### src/rtl/sfm_pkg.sv
// Shared constants for the supply fault monitor: register map, field layout, timing.
package sfm_pkg;

  // Register port widths.
  localparam int unsigned ADDR_W = 9;
  localparam int unsigned DATA_W = 8;

  // Register offsets on the host port.
  localparam logic [ADDR_W-1:0] ADDR_FL_STATUS = 9'h030;
  localparam logic [ADDR_W-1:0] ADDR_FL_MASK = 9'h031;
  localparam logic [ADDR_W-1:0] ADDR_FAULT1 = 9'h1cc;
  localparam logic [ADDR_W-1:0] ADDR_FAULT2 = 9'h1cd;
  localparam logic [ADDR_W-1:0] ADDR_FAULT3 = 9'h1ce;
  localparam logic [ADDR_W-1:0] ADDR_FAULT4 = 9'h1cf;

  // Extended region holding the per-rail fault registers.
  localparam logic [ADDR_W-1:0] EXT_FIRST = 9'h180;
  localparam logic [ADDR_W-1:0] EXT_LAST = 9'h1ff;

  // Reset values.
  localparam logic [DATA_W-1:0] FL_STATUS_RESET = 8'h00;
  localparam logic [DATA_W-1:0] FL_MASK_RESET = 8'h03;
  localparam logic [DATA_W-1:0] FAULT_RESET = 8'h00;

  // First-level field positions.
  localparam int unsigned THERMAL_BIT = 0;
  localparam int unsigned REG_FAULT_BIT = 2;

  // Implemented bits; everything else reads as zero.
  localparam logic [DATA_W-1:0] FL_MASK_WRITABLE = 8'h07;
  localparam logic [DATA_W-1:0] FAULT1_USED = 8'h1f;
  localparam logic [DATA_W-1:0] FAULT2_USED = 8'hf8;
  localparam logic [DATA_W-1:0] FAULT3_USED = 8'hf9;
  localparam logic [DATA_W-1:0] FAULT4_USED = 8'h0b;

  // Rail count and where each register's rails start in the rail vector.
  localparam int unsigned NUM_RAILS = 19;
  localparam int unsigned F1_BASE = 0;
  localparam int unsigned F2_BASE = 5;
  localparam int unsigned F3_BASE = 10;
  localparam int unsigned F4_BASE = 16;

  // Debounce time: one period of the slow clock, expressed in core cycles, rounded up.
  localparam int unsigned CORE_CLK_HZ = 25_000_000;
  localparam int unsigned SLOW_CLK_HZ = 32_768;
  localparam int unsigned DEBOUNCE_SLOW_PERIODS = 1;
  localparam int unsigned DEBOUNCE_CYCLES =
    (DEBOUNCE_SLOW_PERIODS * CORE_CLK_HZ + SLOW_CLK_HZ - 1) / SLOW_CLK_HZ;

  // Pin synchroniser depth.
  localparam int unsigned SYNC_STAGES = 3;

  // Thermal shutdown sequencer states.
  typedef enum logic [2:0] {
    ST_RUN = 3'b001,
    ST_OFF = 3'b010,
    ST_RESTART = 3'b100
  } therm_state_e;

endpackage : sfm_pkg

### src/rtl/shutdown_debounce.sv
// Level debouncer: output follows the input only after it has held steady for CYCLES clocks.
`timescale 1ns/1ps

module shutdown_debounce #(
  parameter int unsigned CYCLES = sfm_pkg::DEBOUNCE_CYCLES
) (
  // Clock and reset.
  input wire logic core_clk,
  input wire logic srst,
  // Synchronised level in, debounced level out.
  input wire logic level_in,
  output logic level_out
);

  localparam int unsigned CNT_W = $clog2(CYCLES + 1);
  localparam logic [CNT_W-1:0] CNT_LAST = CNT_W'(CYCLES - 1);

  if (CYCLES < 1) begin : g_bad_cycles
    $error("shutdown_debounce needs at least one cycle");
  end

  logic [CNT_W-1:0] cnt_q;
  logic [CNT_W-1:0] cnt_d;
  logic level_q;
  logic level_d;

  // Any return to agreement restarts the count, so a short glitch never reaches the output.
  always_comb begin
    cnt_d = '0;
    level_d = level_q;
    if (level_in != level_q) begin
      if (cnt_q == CNT_LAST) begin
        level_d = level_in;
      end else begin
        cnt_d = cnt_q + CNT_W'(1);
      end
    end
  end

  always_ff @(posedge core_clk) begin
    if (srst) begin
      cnt_q <= '0;
      level_q <= 1'b0;
    end else begin
      cnt_q <= cnt_d;
      level_q <= level_d;
    end
  end

  assign level_out = level_q;

  // Helper: length of the current run of a high input, saturating.
  logic [CNT_W-1:0] high_run_q;
  always_ff @(posedge core_clk) begin
    if (srst) begin
      high_run_q <= '0;
    end else if (!level_in) begin
      high_run_q <= '0;
    end else if (high_run_q != CNT_W'(CYCLES)) begin
      high_run_q <= high_run_q + CNT_W'(1);
    end
  end
endmodule : shutdown_debounce

### src/rtl/supply_fault_monitor.sv
// Supply fault monitor: rail fault capture, thermal warning and shutdown, host interrupt.
`timescale 1ns/1ps

// Operation
// - A rising temperature past the warning threshold raises the thermal warning flag, which when unmasked drives the interrupt.
// - A junction temperature past the shutdown threshold powers the whole system off.
// - The shutdown input must hold for one full slow-clock period before it acts.
// - When the over-temperature clears after a shutdown the device restarts through its power-up sequence.
// - Each rail fault is the OR of the under-voltage, over-voltage, over-current and short faults that rail supports.
// - All rail faults OR into one regulator fault that, when unmasked, drives the interrupt.
// - The rail fault registers live in the extended region from 0x180 to 0x1ff.
// - The first rail register reports five buck faults in bits 4:0, reserved 7:5, resets to zero.
// - The second rail register reports faults in bits 7:3, reserved 2:0, resets to zero.
// - The third rail register reports faults in bits 0 and 7:3, reserved 2:1, resets to zero.
// - The fourth rail register reports faults in bits 0, 1 and 3, reserved 2 and 7:4, resets to zero.
// - The read-only first-level status shows the thermal flag in bit 0 and the regulator fault in bit 2, reset 0x00.
// - The first-level mask masks thermal with bit 0 and regulator fault with bit 2, reset 0x03.
module supply_fault_monitor #(
  parameter logic [sfm_pkg::NUM_RAILS-1:0] UV_SUPPORT = '1,
  parameter logic [sfm_pkg::NUM_RAILS-1:0] OV_SUPPORT = '1,
  parameter logic [sfm_pkg::NUM_RAILS-1:0] OC_SUPPORT = '1,
  parameter logic [sfm_pkg::NUM_RAILS-1:0] SC_SUPPORT = '1,
  parameter int unsigned DEBOUNCE_CYCLES = sfm_pkg::DEBOUNCE_CYCLES
) (
  // Clock and reset.
  input wire logic core_clk,
  input wire logic srst,
  // Raw fault inputs from the regulators, one bit per rail.
  input wire logic [sfm_pkg::NUM_RAILS-1:0] rail_uv_fault,
  input wire logic [sfm_pkg::NUM_RAILS-1:0] rail_ov_fault,
  input wire logic [sfm_pkg::NUM_RAILS-1:0] rail_oc_fault,
  input wire logic [sfm_pkg::NUM_RAILS-1:0] rail_sc_fault,
  // Thermal comparators.
  input wire logic warning_temp_threshold,
  input wire logic shutdown_temp_threshold,
  // Register port from the serial host interface.
  input wire logic [sfm_pkg::ADDR_W-1:0] reg_addr,
  input wire logic reg_wr,
  input wire logic reg_rd,
  input wire logic [sfm_pkg::DATA_W-1:0] reg_wdata,
  output logic [sfm_pkg::DATA_W-1:0] reg_rdata,
  output logic reg_rvalid,
  // System outputs.
  output logic host_irq_pin,
  output logic system_power_off,
  output logic power_up_start
);

  localparam int unsigned NR = sfm_pkg::NUM_RAILS;
  localparam int unsigned DW = sfm_pkg::DATA_W;
  localparam int unsigned PIN_W = 4 * NR + 2;

  if (DEBOUNCE_CYCLES < 1) begin : g_bad_debounce
    $error("supply_fault_monitor needs a debounce of at least one cycle");
  end

  // Map the rail vector onto the four rail registers.
  function automatic logic [4*DW-1:0] rails_to_regs(input logic [NR-1:0] r);
    logic [DW-1:0] f1;
    logic [DW-1:0] f2;
    logic [DW-1:0] f3;
    logic [DW-1:0] f4;
    f1 = '0;
    f2 = '0;
    f3 = '0;
    f4 = '0;
    f1[4:0] = r[sfm_pkg::F1_BASE +: 5];
    f2[7:3] = r[sfm_pkg::F2_BASE +: 5];
    f3[0] = r[sfm_pkg::F3_BASE];
    f3[7:3] = r[sfm_pkg::F3_BASE + 1 +: 5];
    f4[1:0] = r[sfm_pkg::F4_BASE +: 2];
    f4[3] = r[sfm_pkg::F4_BASE + 2];
    return {f4, f3, f2, f1};
  endfunction : rails_to_regs

  // Inverse map, used to turn a register write into per-rail clear strobes.
  function automatic logic [NR-1:0] reg_to_rails(input logic [sfm_pkg::ADDR_W-1:0] a,
                                                 input logic [DW-1:0] d);
    logic [NR-1:0] r;
    r = '0;
    if (a == sfm_pkg::ADDR_FAULT1) begin
      r[sfm_pkg::F1_BASE +: 5] = d[4:0];
    end else if (a == sfm_pkg::ADDR_FAULT2) begin
      r[sfm_pkg::F2_BASE +: 5] = d[7:3];
    end else if (a == sfm_pkg::ADDR_FAULT3) begin
      r[sfm_pkg::F3_BASE] = d[0];
      r[sfm_pkg::F3_BASE + 1 +: 5] = d[7:3];
    end else if (a == sfm_pkg::ADDR_FAULT4) begin
      r[sfm_pkg::F4_BASE +: 2] = d[1:0];
      r[sfm_pkg::F4_BASE + 2] = d[3];
    end
    return r;
  endfunction : reg_to_rails

  // ---------------------------------------------------------------------------
  // Pin synchronisers. Three stages; a change is accepted once stages two and
  // three agree, which also rejects a one-cycle metastable disagreement.
  // ---------------------------------------------------------------------------
  logic [PIN_W-1:0] pins_raw;
  logic [PIN_W-1:0] sync1_q;
  logic [PIN_W-1:0] sync2_q;
  logic [PIN_W-1:0] sync3_q;
  logic [PIN_W-1:0] clean_q;
  logic [PIN_W-1:0] clean_d;

  assign pins_raw = {shutdown_temp_threshold, warning_temp_threshold,
                     rail_sc_fault, rail_oc_fault, rail_ov_fault, rail_uv_fault};

  // Per-bit acceptance only looks at stages two and three.
  always_comb begin
    clean_d = (~(sync2_q ^ sync3_q) & sync3_q) | ((sync2_q ^ sync3_q) & clean_q);
  end

  always_ff @(posedge core_clk) begin
    if (srst) begin
      sync1_q <= '0;
      sync2_q <= '0;
      sync3_q <= '0;
      clean_q <= '0;
    end else begin
      sync1_q <= pins_raw;
      sync2_q <= sync1_q;
      sync3_q <= sync2_q;
      clean_q <= clean_d;
    end
  end

  logic [NR-1:0] uv_s;
  logic [NR-1:0] ov_s;
  logic [NR-1:0] oc_s;
  logic [NR-1:0] sc_s;
  logic warn_s;
  logic shut_s;

  assign uv_s = clean_q[0 +: NR];
  assign ov_s = clean_q[NR +: NR];
  assign oc_s = clean_q[2*NR +: NR];
  assign sc_s = clean_q[3*NR +: NR];
  assign warn_s = clean_q[4*NR];
  assign shut_s = clean_q[4*NR + 1];

  // ---------------------------------------------------------------------------
  // Per-rail fault combine. Unsupported fault kinds are removed by parameter so
  // a floating monitor on a rail without that protection cannot fake a fault.
  // ---------------------------------------------------------------------------
  logic [NR-1:0] per_rail_fault_signal;
  logic aggregate_regulator_fault;

  for (genvar i = 0; i < NR; i++) begin : g_rail
    assign per_rail_fault_signal[i] = (uv_s[i] & UV_SUPPORT[i]) | (ov_s[i] & OV_SUPPORT[i]) |
                                      (oc_s[i] & OC_SUPPORT[i]) | (sc_s[i] & SC_SUPPORT[i]);
  end

  // ---------------------------------------------------------------------------
  // Register decode. Rail registers answer only inside the extended region.
  // ---------------------------------------------------------------------------
  logic in_ext;
  logic wr_mask;
  logic [NR-1:0] wr_clear;

  assign in_ext = (reg_addr >= sfm_pkg::EXT_FIRST) && (reg_addr <= sfm_pkg::EXT_LAST);
  assign wr_mask = reg_wr && (reg_addr == sfm_pkg::ADDR_FL_MASK);
  assign wr_clear = (reg_wr && in_ext) ? reg_to_rails(reg_addr, reg_wdata) : '0;

  // ---------------------------------------------------------------------------
  // Rail fault status: sticky until written with a one. A fault still present
  // wins over the clear, so software cannot lose an active fault by clearing.
  // ---------------------------------------------------------------------------
  logic [NR-1:0] fault_hold_q;
  logic [NR-1:0] fault_hold_d;

  always_comb begin
    fault_hold_d = (fault_hold_q & ~wr_clear) | per_rail_fault_signal;
  end

  always_ff @(posedge core_clk) begin
    if (srst) begin
      fault_hold_q <= '0;
    end else begin
      fault_hold_q <= fault_hold_d;
    end
  end

  assign aggregate_regulator_fault = |fault_hold_q;

  // ---------------------------------------------------------------------------
  // First-level mask register.
  // ---------------------------------------------------------------------------
  logic [DW-1:0] first_level_fault_mask_q;
  logic [DW-1:0] first_level_fault_mask_d;
  logic thermal_warning_mask;
  logic regulator_fault_mask;

  always_comb begin
    first_level_fault_mask_d = first_level_fault_mask_q;
    if (wr_mask) begin
      first_level_fault_mask_d = reg_wdata & sfm_pkg::FL_MASK_WRITABLE;
    end
  end

  always_ff @(posedge core_clk) begin
    if (srst) begin
      first_level_fault_mask_q <= sfm_pkg::FL_MASK_RESET;
    end else begin
      first_level_fault_mask_q <= first_level_fault_mask_d;
    end
  end

  assign thermal_warning_mask = first_level_fault_mask_q[sfm_pkg::THERMAL_BIT];
  assign regulator_fault_mask = first_level_fault_mask_q[sfm_pkg::REG_FAULT_BIT];

  // ---------------------------------------------------------------------------
  // First-level flags and the interrupt pin. The thermal flag is the live
  // comparator level, so it drops when the temperature falls back.
  // ---------------------------------------------------------------------------
  logic thermal_warning_flag;
  logic regulator_fault_present;
  logic first_level_fault_irq;
  logic irq_q;
  logic irq_d;

  assign thermal_warning_flag = warn_s;
  assign regulator_fault_present = aggregate_regulator_fault;
  assign first_level_fault_irq = (thermal_warning_flag & ~thermal_warning_mask) |
                                 (regulator_fault_present & ~regulator_fault_mask);

  always_comb begin
    irq_d = first_level_fault_irq;
  end

  always_ff @(posedge core_clk) begin
    if (srst) begin
      irq_q <= 1'b0;
    end else begin
      irq_q <= irq_d;
    end
  end

  assign host_irq_pin = irq_q;

  // ---------------------------------------------------------------------------
  // Thermal shutdown sequencer.
  // ---------------------------------------------------------------------------
  logic shut_debounced;

  shutdown_debounce #(
    .CYCLES(DEBOUNCE_CYCLES)
  ) u_shutdown_debounce (
    .core_clk(core_clk),
    .srst(srst),
    .level_in(shut_s),
    .level_out(shut_debounced)
  );

  sfm_pkg::therm_state_e state_q;
  sfm_pkg::therm_state_e state_d;

  // Restart waits for the debounced clear too, so a noisy recovery cannot bounce power.
  always_comb begin
    state_d = state_q;
    unique case (state_q)
      sfm_pkg::ST_RUN: begin
        if (shut_debounced) begin
          state_d = sfm_pkg::ST_OFF;
        end
      end
      sfm_pkg::ST_OFF: begin
        if (!shut_debounced) begin
          state_d = sfm_pkg::ST_RESTART;
        end
      end
      sfm_pkg::ST_RESTART: begin
        state_d = shut_debounced ? sfm_pkg::ST_OFF : sfm_pkg::ST_RUN;
      end
      default: begin
        state_d = sfm_pkg::ST_OFF;
      end
    endcase
  end

  always_ff @(posedge core_clk) begin
    if (srst) begin
      state_q <= sfm_pkg::ST_RUN;
    end else begin
      state_q <= state_d;
    end
  end

  assign system_power_off = (state_q == sfm_pkg::ST_OFF);
  assign power_up_start = (state_q == sfm_pkg::ST_RESTART);

  // ---------------------------------------------------------------------------
  // Read port. Data is registered one cycle after the read strobe; unmapped
  // addresses return zero.
  // ---------------------------------------------------------------------------
  logic [4*DW-1:0] fault_regs;
  logic [DW-1:0] rd_value;
  logic [DW-1:0] rdata_q;
  logic [DW-1:0] rdata_d;
  logic rvalid_q;
  logic rvalid_d;

  assign fault_regs = rails_to_regs(fault_hold_q);

  // Reserved bits are forced to zero by the masks.
  always_comb begin
    rd_value = '0;
    if (reg_addr == sfm_pkg::ADDR_FL_STATUS) begin
      rd_value[sfm_pkg::THERMAL_BIT] = thermal_warning_flag;
      rd_value[sfm_pkg::REG_FAULT_BIT] = regulator_fault_present;
    end else if (reg_addr == sfm_pkg::ADDR_FL_MASK) begin
      rd_value = first_level_fault_mask_q;
    end else if (in_ext && reg_addr == sfm_pkg::ADDR_FAULT1) begin
      rd_value = fault_regs[0 +: DW] & sfm_pkg::FAULT1_USED;
    end else if (in_ext && reg_addr == sfm_pkg::ADDR_FAULT2) begin
      rd_value = fault_regs[DW +: DW] & sfm_pkg::FAULT2_USED;
    end else if (in_ext && reg_addr == sfm_pkg::ADDR_FAULT3) begin
      rd_value = fault_regs[2*DW +: DW] & sfm_pkg::FAULT3_USED;
    end else if (in_ext && reg_addr == sfm_pkg::ADDR_FAULT4) begin
      rd_value = fault_regs[3*DW +: DW] & sfm_pkg::FAULT4_USED;
    end
  end

  always_comb begin
    rvalid_d = reg_rd;
    rdata_d = reg_rd ? rd_value : rdata_q;
  end

  always_ff @(posedge core_clk) begin
    if (srst) begin
      rdata_q <= sfm_pkg::FL_STATUS_RESET;
      rvalid_q <= 1'b0;
    end else begin
      rdata_q <= rdata_d;
      rvalid_q <= rvalid_d;
    end
  end

  assign reg_rdata = rdata_q;
  assign reg_rvalid = rvalid_q;
endmodule : supply_fault_monitor

### config.mk
export PLATFORM = sky130hd
export DESIGN_NAME = supply_fault_monitor
export DESIGN_NICKNAME = d
export VERILOG_FILES = /design/src/rtl/sfm_pkg.sv /design/src/rtl/shutdown_debounce.sv /design/src/rtl/supply_fault_monitor.sv
export SDC_FILE = /design/constraint.sdc
export NUM_CORES = 1
export LEC_CHECK = 0
export ABC_CLOCK_PERIOD_IN_PS = 5600
export BUFFER_PORTS_ARGS = -buffer_cell sky130_fd_sc_hd__buf_2
export CORE_MARGIN = 5
export CORE_UTILIZATION = 37
export CTS_CLUSTER_SIZE = 40
export DETAILED_ROUTE_END_ITERATION = 8
export HOLD_SLACK_MARGIN = 0.06
export PLACE_DENSITY = 0.59
export SLEW_MARGIN = 30
export SYNTH_ARGS = -nofsm -noshare
export SYNTH_HDL_FRONTEND = slang
export SYNTH_SLANG_ARGS = --single-unit
### constraint.sdc
create_clock -name core_clk -period 5.6 [get_ports core_clk]
set_clock_uncertainty 0.2 [all_clocks]
set_input_delay 0.56 -clock core_clk [delete_from_list [all_inputs] [get_ports core_clk]]
set_output_delay 0.56 -clock core_clk [all_outputs]
set_load 0.01 [all_outputs]
== Word-level counts from Yosys, hierarchy flattened ==
Index checks and enable logic that the tools add are counted.

* Bitwise gates (word level): 71
* Muxes and demuxes: 21
* Equality and inequality tests: 13
* Reductions and logical operators: 11
* Add/sub/neg operators: 1
* Magnitude comparators: 2

{| class="wikitable"
|+ Operators with widths
! cell !! number
|-
| $and 78x78->78 || 2
|-
| $not 78->78 || 1
|-
| $or 78x78->78 || 1
|-
| $xor 78x78->78 || 1
|-
| $or 1x1->1 || 58
|-
| $eq 9x9->1 const B || 4
|-
| $mux 8 || 4
|-
| $and 19x19->19 || 1
|-
| $mux 19 || 1
|-
| $not 19->19 || 1
|-
| $or 19x19->19 || 1
|-
| $reduce_or 19->1 || 1
|-
| $eq 9x6->1 const B || 2
|-
| $mux 5 || 3
|-
| $mux 14 || 1
|-
| $mux 3 || 4
|-
| $add 10x1->10 const B || 1
|-
| $eq 10x10->1 const B || 1
|-
| $ge 9x9->1 const B || 1
|-
| $le 9x9->1 const B || 1
|-
| $mux 9 || 1
|-
| $pmux 3 s3 || 1
|-
| $logic_and 1x1->1 || 7
|-
| $mux 6 || 1
|-
| 13 further kinds || 19
|}

* Word-level logic and storage cells: 131
* Flip-flop bits (word level): 358
* Bits of input ports: 99
* Output and inout port bits: 12

== Longest topological paths before layout ==
Gate-level depths: netlist (run 1).

* Word-level depth: 9
* Depth in mapped cells: 7
* Mapped depth without buffers: 6

== Modules after synthesis ==
Synthesis (run 1) repeated with hierarchy kept, for this count alone.

* Cells, all modules: 1069
* Area total of the unflattened synthesis: 11175.7 µm²

{| class="wikitable"
|+ By module, submodules not included
! module !! instances !! area each (µm²) !! sequential area each (µm²) !! cells an instance
|-
| supply_fault_monitor || 1 || 10662.7 || 6946.7 || 1013
|-
| shutdown_debounce || 1 || 513.0 || 220.2 || 56
|}

== Worst setup path before layout (run 1) ==
Ideal clock, no wire load.

* Kind: in2reg
* From: in reg_addr[6] in the netlist's numbering
* To: reg first_level_fault_mask_q[0]
* Library setup time: 120 ps
* Arrival time: 2009 ps
* Required time: 5280 ps
* Cell stages on the path: 5
* Slack: 3271 ps
* Path buffers: 2
* Path through: or4_1 buf_2 or4_1 buf_2 a211o_1

* Longest elaborated chain between the ends: 2

{| class="wikitable"
|+ Ends and longest elaborated chain
! item !! line !! source
|-
| start, declared || supply_fault_monitor.sv:37 || <nowiki>input wire logic [sfm_pkg::ADDR_W-1:0] reg_addr,</nowiki>
|-
| $eq 9x6->1 || supply_fault_monitor.sv:162 || <nowiki>assign wr_mask = reg_wr && (reg_addr == sfm_pkg::ADDR_FL_MASK);</nowiki>
|-
| $logic_and 1x1->1 || supply_fault_monitor.sv:162 ||
|-
| end signal, assigned || supply_fault_monitor.sv:203 || <nowiki>first_level_fault_mask_q <= sfm_pkg::FL_MASK_RESET;</nowiki>
|-
| end signal, assigned || supply_fault_monitor.sv:205 || <nowiki>first_level_fault_mask_q <= first_level_fault_mask_d;</nowiki>
|-
| end, declared || supply_fault_monitor.sv:189 || <nowiki>logic [DW-1:0] first_level_fault_mask_q;</nowiki>
|}

Every way passes these cells.
A chain may end at the register's enable or synchronous reset.

== Final worst setup path (run 1) ==
* From: reg state_q[2]
* To: out power_up_start

* Longest elaborated chain between the ends: 1

{| class="wikitable"
|+ Ends and longest elaborated chain
! item !! line !! source
|-
| start, declared || supply_fault_monitor.sv:255 || <nowiki>sfm_pkg::therm_state_e state_q;</nowiki>
|-
| start signal, assigned || supply_fault_monitor.sv:283 || <nowiki>state_q <= sfm_pkg::ST_RUN;</nowiki>
|-
| start signal, assigned || supply_fault_monitor.sv:285 || <nowiki>state_q <= state_d;</nowiki>
|-
| $eq 3x3->1 || supply_fault_monitor.sv:290 || <nowiki>assign power_up_start = (state_q == sfm_pkg::ST_RESTART);</nowiki>
|-
| end, declared || supply_fault_monitor.sv:46 || <nowiki>output logic power_up_start</nowiki>
|}

Every way passes these cells.

==> flow_summary.toml, run 1 <==
[status]
outcome = "finished, final reports clean"

[setup_path]
r2r_end = "u_shutdown_debounce.cnt_q[6]"
crit_path_end_kind = "output pin"
critPathMaxStageDelay_ns = 0.35
critPathMaxFanout = 3
r2r_cells = 6
startpoint_type = "flop"
endpoint = "power_up_start"
required_ns = 4.84
critPathKind = "reg2out"
worstSetupStartpoint = "state_q[2]"
reg2reg_from = "u_shutdown_debounce.cnt_q[0]"
critPathArrivalTime_ns = 1.22
crit_chain = "nor3b_1 > buf_2"
rrSetupSlack_ns = 3.88
critPathSlowestCell = "dfxtp_1"

[yosys]
synth_nets = 1168
yosysSeqAreaShare = 0.649
postSynthAreaPerCell_um2 = 10.3
synthTopCellsByArea = "dfxtp_1, nor2b_1, a21oi_1"
synth_top_area_cell = "dfxtp_1"
synth_cells = 1067
yosysMostFrequentCell = "dfxtp_1"
syn_area_um2 = 11000
ys_warn_count = 0
ys.flop_type = "dfxtp_1"
async_flop_share = 0
synth_edf_count = 0
synth_top_area_frac = 0.649
ys_ff_latch = 358
ys_types = 47
yosys-top-cells-count = "dfxtp_1, nor2b_1, a21oi_1"

[worst_hold_path]
min_path_type = "in2reg"
hp-start = "rail_sc_fault[14]"

[die]
pin_count = 111
initial_core_util = 0.373
fp.dieH_um = 183
die_w_um = 183
core_um2 = 29600
dieArea_um2 = 33400
num_rows = 63

[power_and_ir_drop]
power_per_cell_area_nw_per_um2 = 392
ir_drop_v = 0.000278
p_leak_uw = 0.00525

[sta]
slew_viol_final = 0
setup_tns_ns = 0
timing.final.crit_share = 0.353
hold_viol_final = 0
rsz0062_at_grt = "false"
setup_violations = 0
fin_ws_ns = 3.62
final.min_clock_period_ns = 1.98
fmax_ghz = 0.506
worstMarginPinSlew_ns = 0.906
maxSlewHeadroom = 0.396

[clock_tree]
cts_buffers = 38
cts_resized = 0
cts_tree = "done"
root_buffer = "clkbuf_16"
ctsHtreeMaxLevel = 2
clkSlewWorstSetupHoldPaths_ns = 0.05
cts.sink_count = 358
clockBufferDepth = 3
worstSkewPairLatency_ns = 0.51

[final_layout]
fill_cells = 2787
diodes = 0
final_nets = 1322
drive_gt1_frac = 0.141
layout.cells.non_filler = 1638
area_growth_pct = 24.0

[global_routing]
grt_usage = 0.127
grt_pass1_wl_um = 34900
antenna_found_initial = 0
grt_pass1_vias = 7150
grt-ovfl-total = 0
grt_max_degree = 152

[flow_run]
maxCapViolCount = 0

[drt]
dr.pass1.iters = 5
via_count = 7487
viasPerCell = 4.57
drc_errors = 0
drtIter0Drc = 404
routed_wl_um = 21400
wl_per_cell_um = 13.0
ant_nets = 0

[placement]
port_buffers = 110
gp_congestion = 0.865
post-place-ws_ns = 3.14
dp_hpwl_um = 14400
place_inst = 1526
-- layout make-up --
type                       instances  area, um^2  share of cell area
multi-input combinational        648        3640               0.266
tap                              390         488              0.0357
clock inverter                    10         158              0.0115
timing repair buffer             159        1040              0.0761
clock buffer                      57        1130              0.0828
sequential                       358        7170               0.524
inverter                          16        60.1             0.00439
-- stage by stage --
step | power (uW) | util | cell area (um^2) | hold slack, ns
after CTS | 5440 | 0.462 | 13700 | 0.0607
after detailed placement | 2870 | 0.404 | 11900 | 0.220
after global routing | 5590 | 0.463 | 13700 | 0.0603
final | 5360 | 0.463 | 13700 | 0.0738
after global placement | 2870 | 0.404 | 11900 | 0.218
after floorplan | 2800 | - | 11000 | 0.214
-- worst min path at each step --
stage                             end  slack, ns  depth (start not counted)
after floorplan            sync2_q[0]       0.21                          1
after global placement    sync2_q[53]       0.22                          1
after detailed placement   sync2_q[2]       0.22                          1
after CTS                 sync1_q[71]       0.06                          2
after global routing      sync1_q[42]       0.06                          2
final                     sync1_q[71]       0.07                          2
-- cells in the final DEF, fill, tap and decap left out, drive strengths merged, types with 4 or more instances in the layout --
cell type and instances:
nor2 27, o21ai 95, xor2 5, nor4 24
inv 18, dlygate4sd3 45, bufinv 4, nand3 10
nor2b 235, buf 114, clkinv 4, xnor2 5
a21oi 103, nand4 6, clkbuf 57, dfxtp 358
o31ai 4, nand2 92, a22o 4
-- worst max-delay path, delay by kind of cell, from the launching register on --
family / cells / cell delay (ns)
DFF: 1 / 0.35
buffers and inverters: 1 / 0.16
and+or+nand+nor: 1 / 0.20
-- what timing repair did --
action / in CTS / in global routing
setup buffers: 0 / 0
hold endpoints to repair: 43 / 2
hold buffers: 43 / 2
-- cell families after synthesis --
group / synth area share
xor+xnor: 0.00793
flops: 0.649
mux: 0.00612
buf+inv: 0.0217
simple gates: 0.208
fa+ha+maj: 0.00227
compound gates: 0.105
-- power breakdown --
group / total, uW / switching, uW / leakage (uW) / internal (uW)
clock: 2530 / 943 / 0.000637 / 1580
sequential: 2650 / 30.7 / 0.00293 / 2620
combinational: 184 / 87.7 / 0.00169 / 96.2
-- metal layers --
metal  up-vias  global-route usage  wire [um]
met5         -                   0          0
met1      3451               0.163       9480
met3        30              0.0329       1230
met2       159               0.213      10300
li1       3847                   -          -
met4         0              0.0321        359
Note: power is estimated with default switching activity, not from simulation.
==> run 2, diff against run 1 <==
--- a/config.mk
+++ b/config.mk
@@ -5,7 +5,7 @@
 export SDC_FILE = /design/constraint.sdc
 export NUM_CORES = 1
 export LEC_CHECK = 0
-export ABC_CLOCK_PERIOD_IN_PS = 5600
+export ABC_CLOCK_PERIOD_IN_PS = 2100
 export BUFFER_PORTS_ARGS = -buffer_cell sky130_fd_sc_hd__buf_2
 export CORE_MARGIN = 5
 export CORE_UTILIZATION = 37
==> constraint.sdc (replaced) <==
create_clock -name core_clk -period 2.1 [get_ports core_clk]
set_clock_uncertainty 0.2 [all_clocks]
set_input_delay 0.21 -clock core_clk [delete_from_list [all_inputs] [get_ports core_clk]]
set_output_delay 0.21 -clock core_clk [all_outputs]
set_load 0.01 [all_outputs]
==> flow_summary.toml, run 2 (synthesized netlist as in run 1, its figures left out) <==
[placement]
gp_congestion = 0.834
dp_hpwl_um = 15100
place_inst = 1541
placed_area_um2 = 12100
port_buffers = 110

[global_routing]
grt_usage = 0.134
met1_usage = 0.168
grt_pass1_wl_um = 37000
gr-usage-met2 = 0.237
antenna_found_initial = 0
met3_usage = 0.0245
grt-ovfl-total = 0
grt_max_degree = 67
grt_pass1_vias = 7573
busiest_layer = "met2"

[clock_tree]
cts_tree = "done"
ctsHtreeMaxLevel = 2
clockBufferDepth = 3
root_buffer = "clkbuf_16"
cts_buffers = 38
cts.sink_count = 358
worstSkewPairLatency_ns = 0.52
clkSlewWorstSetupHoldPaths_ns = 0.06

[setup_path]
rrSetupSlack_ns = 0.41
startpoint_type = "input pin"
critPathMaxFanout = 5
critPathArrivalTime_ns = 2.24
crit_chain = "buf_2 > or4_1 > or4_4 > a211o_1 > dlygate4sd3_1"
crit_path_end_kind = "flop"
critPathSlowestCell = "or4_1"
critPathKind = "in2reg"
critPathMaxStageDelay_ns = 0.56
required_ns = 2.29

[sta]
slew_viol_final = 0
final.min_clock_period_ns = 2.05
worstMarginPinSlew_ns = 0.707
rsz0062_at_grt = "false"
hold_viol_final = 0
setup_violations = 0
fmax_ghz = 0.488
setup_tns_ns = 0
maxSlewHeadroom = 0.524
timing.final.crit_share = 0.975

[power_and_ir_drop]
p_leak_uw = 0.00560
ir_drop_v = 0.000638
totalPowerFinal_uw = 14300
power_per_cell_area_nw_per_um2 = 986

[status]
outcome = "finished, final reports clean"

[die]
pin_count = 111
die_w_um = 183
core_um2 = 29600
fp.dieH_um = 183
num_rows = 63
initial_core_util = 0.373
dieArea_um2 = 33400

[drt]
wl_per_cell_um = 13.1
routed_wl_um = 22500
via_count = 7717
drtIter0Drc = 306
ant_nets = 0
dr.pass1.iters = 4
viasPerCell = 4.50
drc_errors = 0

[final_layout]
layout_commonest_cell = "dfxtp_1"
final_cell_mix = "dfxtp_1, nor2b_1, dlygate4sd3_1, buf_2, a21oi_1"
final_nets = 1401
diodes = 0
drive_gt1_frac = 0.144
layout.cells.non_filler = 1716
finalInstanceArea_um2 = 14400
area_growth_pct = 30.9

[worst_hold_path]
min_path_type = "in2reg"

[flow_run]
maxCapViolCount = 0
-- run 2: cell count changes in the layout (fill, tap and decap cells not counted), sizes merged --
| cell | previous run | this run |
|---|---|---|
| buf | 114 | 129 |
| clkinv | 4 | 2 |
| clkbuf | 57 | 59 |
| clkinvlp | 0 | 1 |
| dlygate4sd3 | 45 | 109 |
| bufinv | 4 | 2 |
-- run 2: power by group --
| group | leakage (uW) | switching [uW] | internal (uW) |
|---|---|---|---|
| Sequential | 0.00293 | 83.7 | 7000 |
| Clock | 0.000619 | 2520 | 4040 |
| Combinational | 0.00205 | 258 | 348 |
| Total | 0.00560 | 2860 | 11400 |
-- run 2: final timing paths --
check,end,startpoint,depth (start not counted)
max,first_level_fault_mask_q[0],reg_addr[6],5
min reg2reg,sync2_q[37],sync1_q[37],1
min,fault_hold_q[16],reg_addr[5],6
max reg2reg,u_shutdown_debounce.cnt_q[2],u_shutdown_debounce.cnt_q[4],4
-- run 2: critical path, delay by kind of cell --
| kind | cells | cell delay, ns |
|---|---|---|
| and+or+nand+nor | 2 | 1.04 |
| AOI/OAI and AO/OA | 1 | 0.32 |
| buffers and inverters | 2 | 0.66 |
-- run 2: area by class of cell --
type                    count  area [um^2]
repair buffers            238         1830
clock inverters             7          106
multi-input cells         648         3640
clock buffers              59         1160
well taps                 390          488
flip-flops and latches    358         7170
fillers                  2728        15100
inverters                  16         60.1
-- run 2: layer usage --
metal,part of all wire,wire (um)
met5,0,0
met4,0.021,464
met3,0.042,948
met2,0.49,10900
met1,0.45,10100
-- run 2: per-stage QoR --
| stage | hold WS, ns | setup WS [ns] | util |
|---|---|---|---|
| floorplan | 0.138 | 0.121 | - |
| global placement | 0.219 | 0.102 | 0.409 |
| detailed placement | 0.222 | 0.0863 | 0.409 |
| CTS | 0.0817 | 0.0776 | 0.489 |
| global route | 0.123 | 0.0359 | 0.489 |
| finish | 0.113 | 0.0518 | 0.489 |
-- run 2: what timing repair did --
action | in CTS | in global routing
hold buffers | 109 | 0
hold endpoints to repair | 130 | 0
resized for setup | 0 | 1
buffers inserted | 0 | 0
endpoints found under the setup margin | 0 | 2
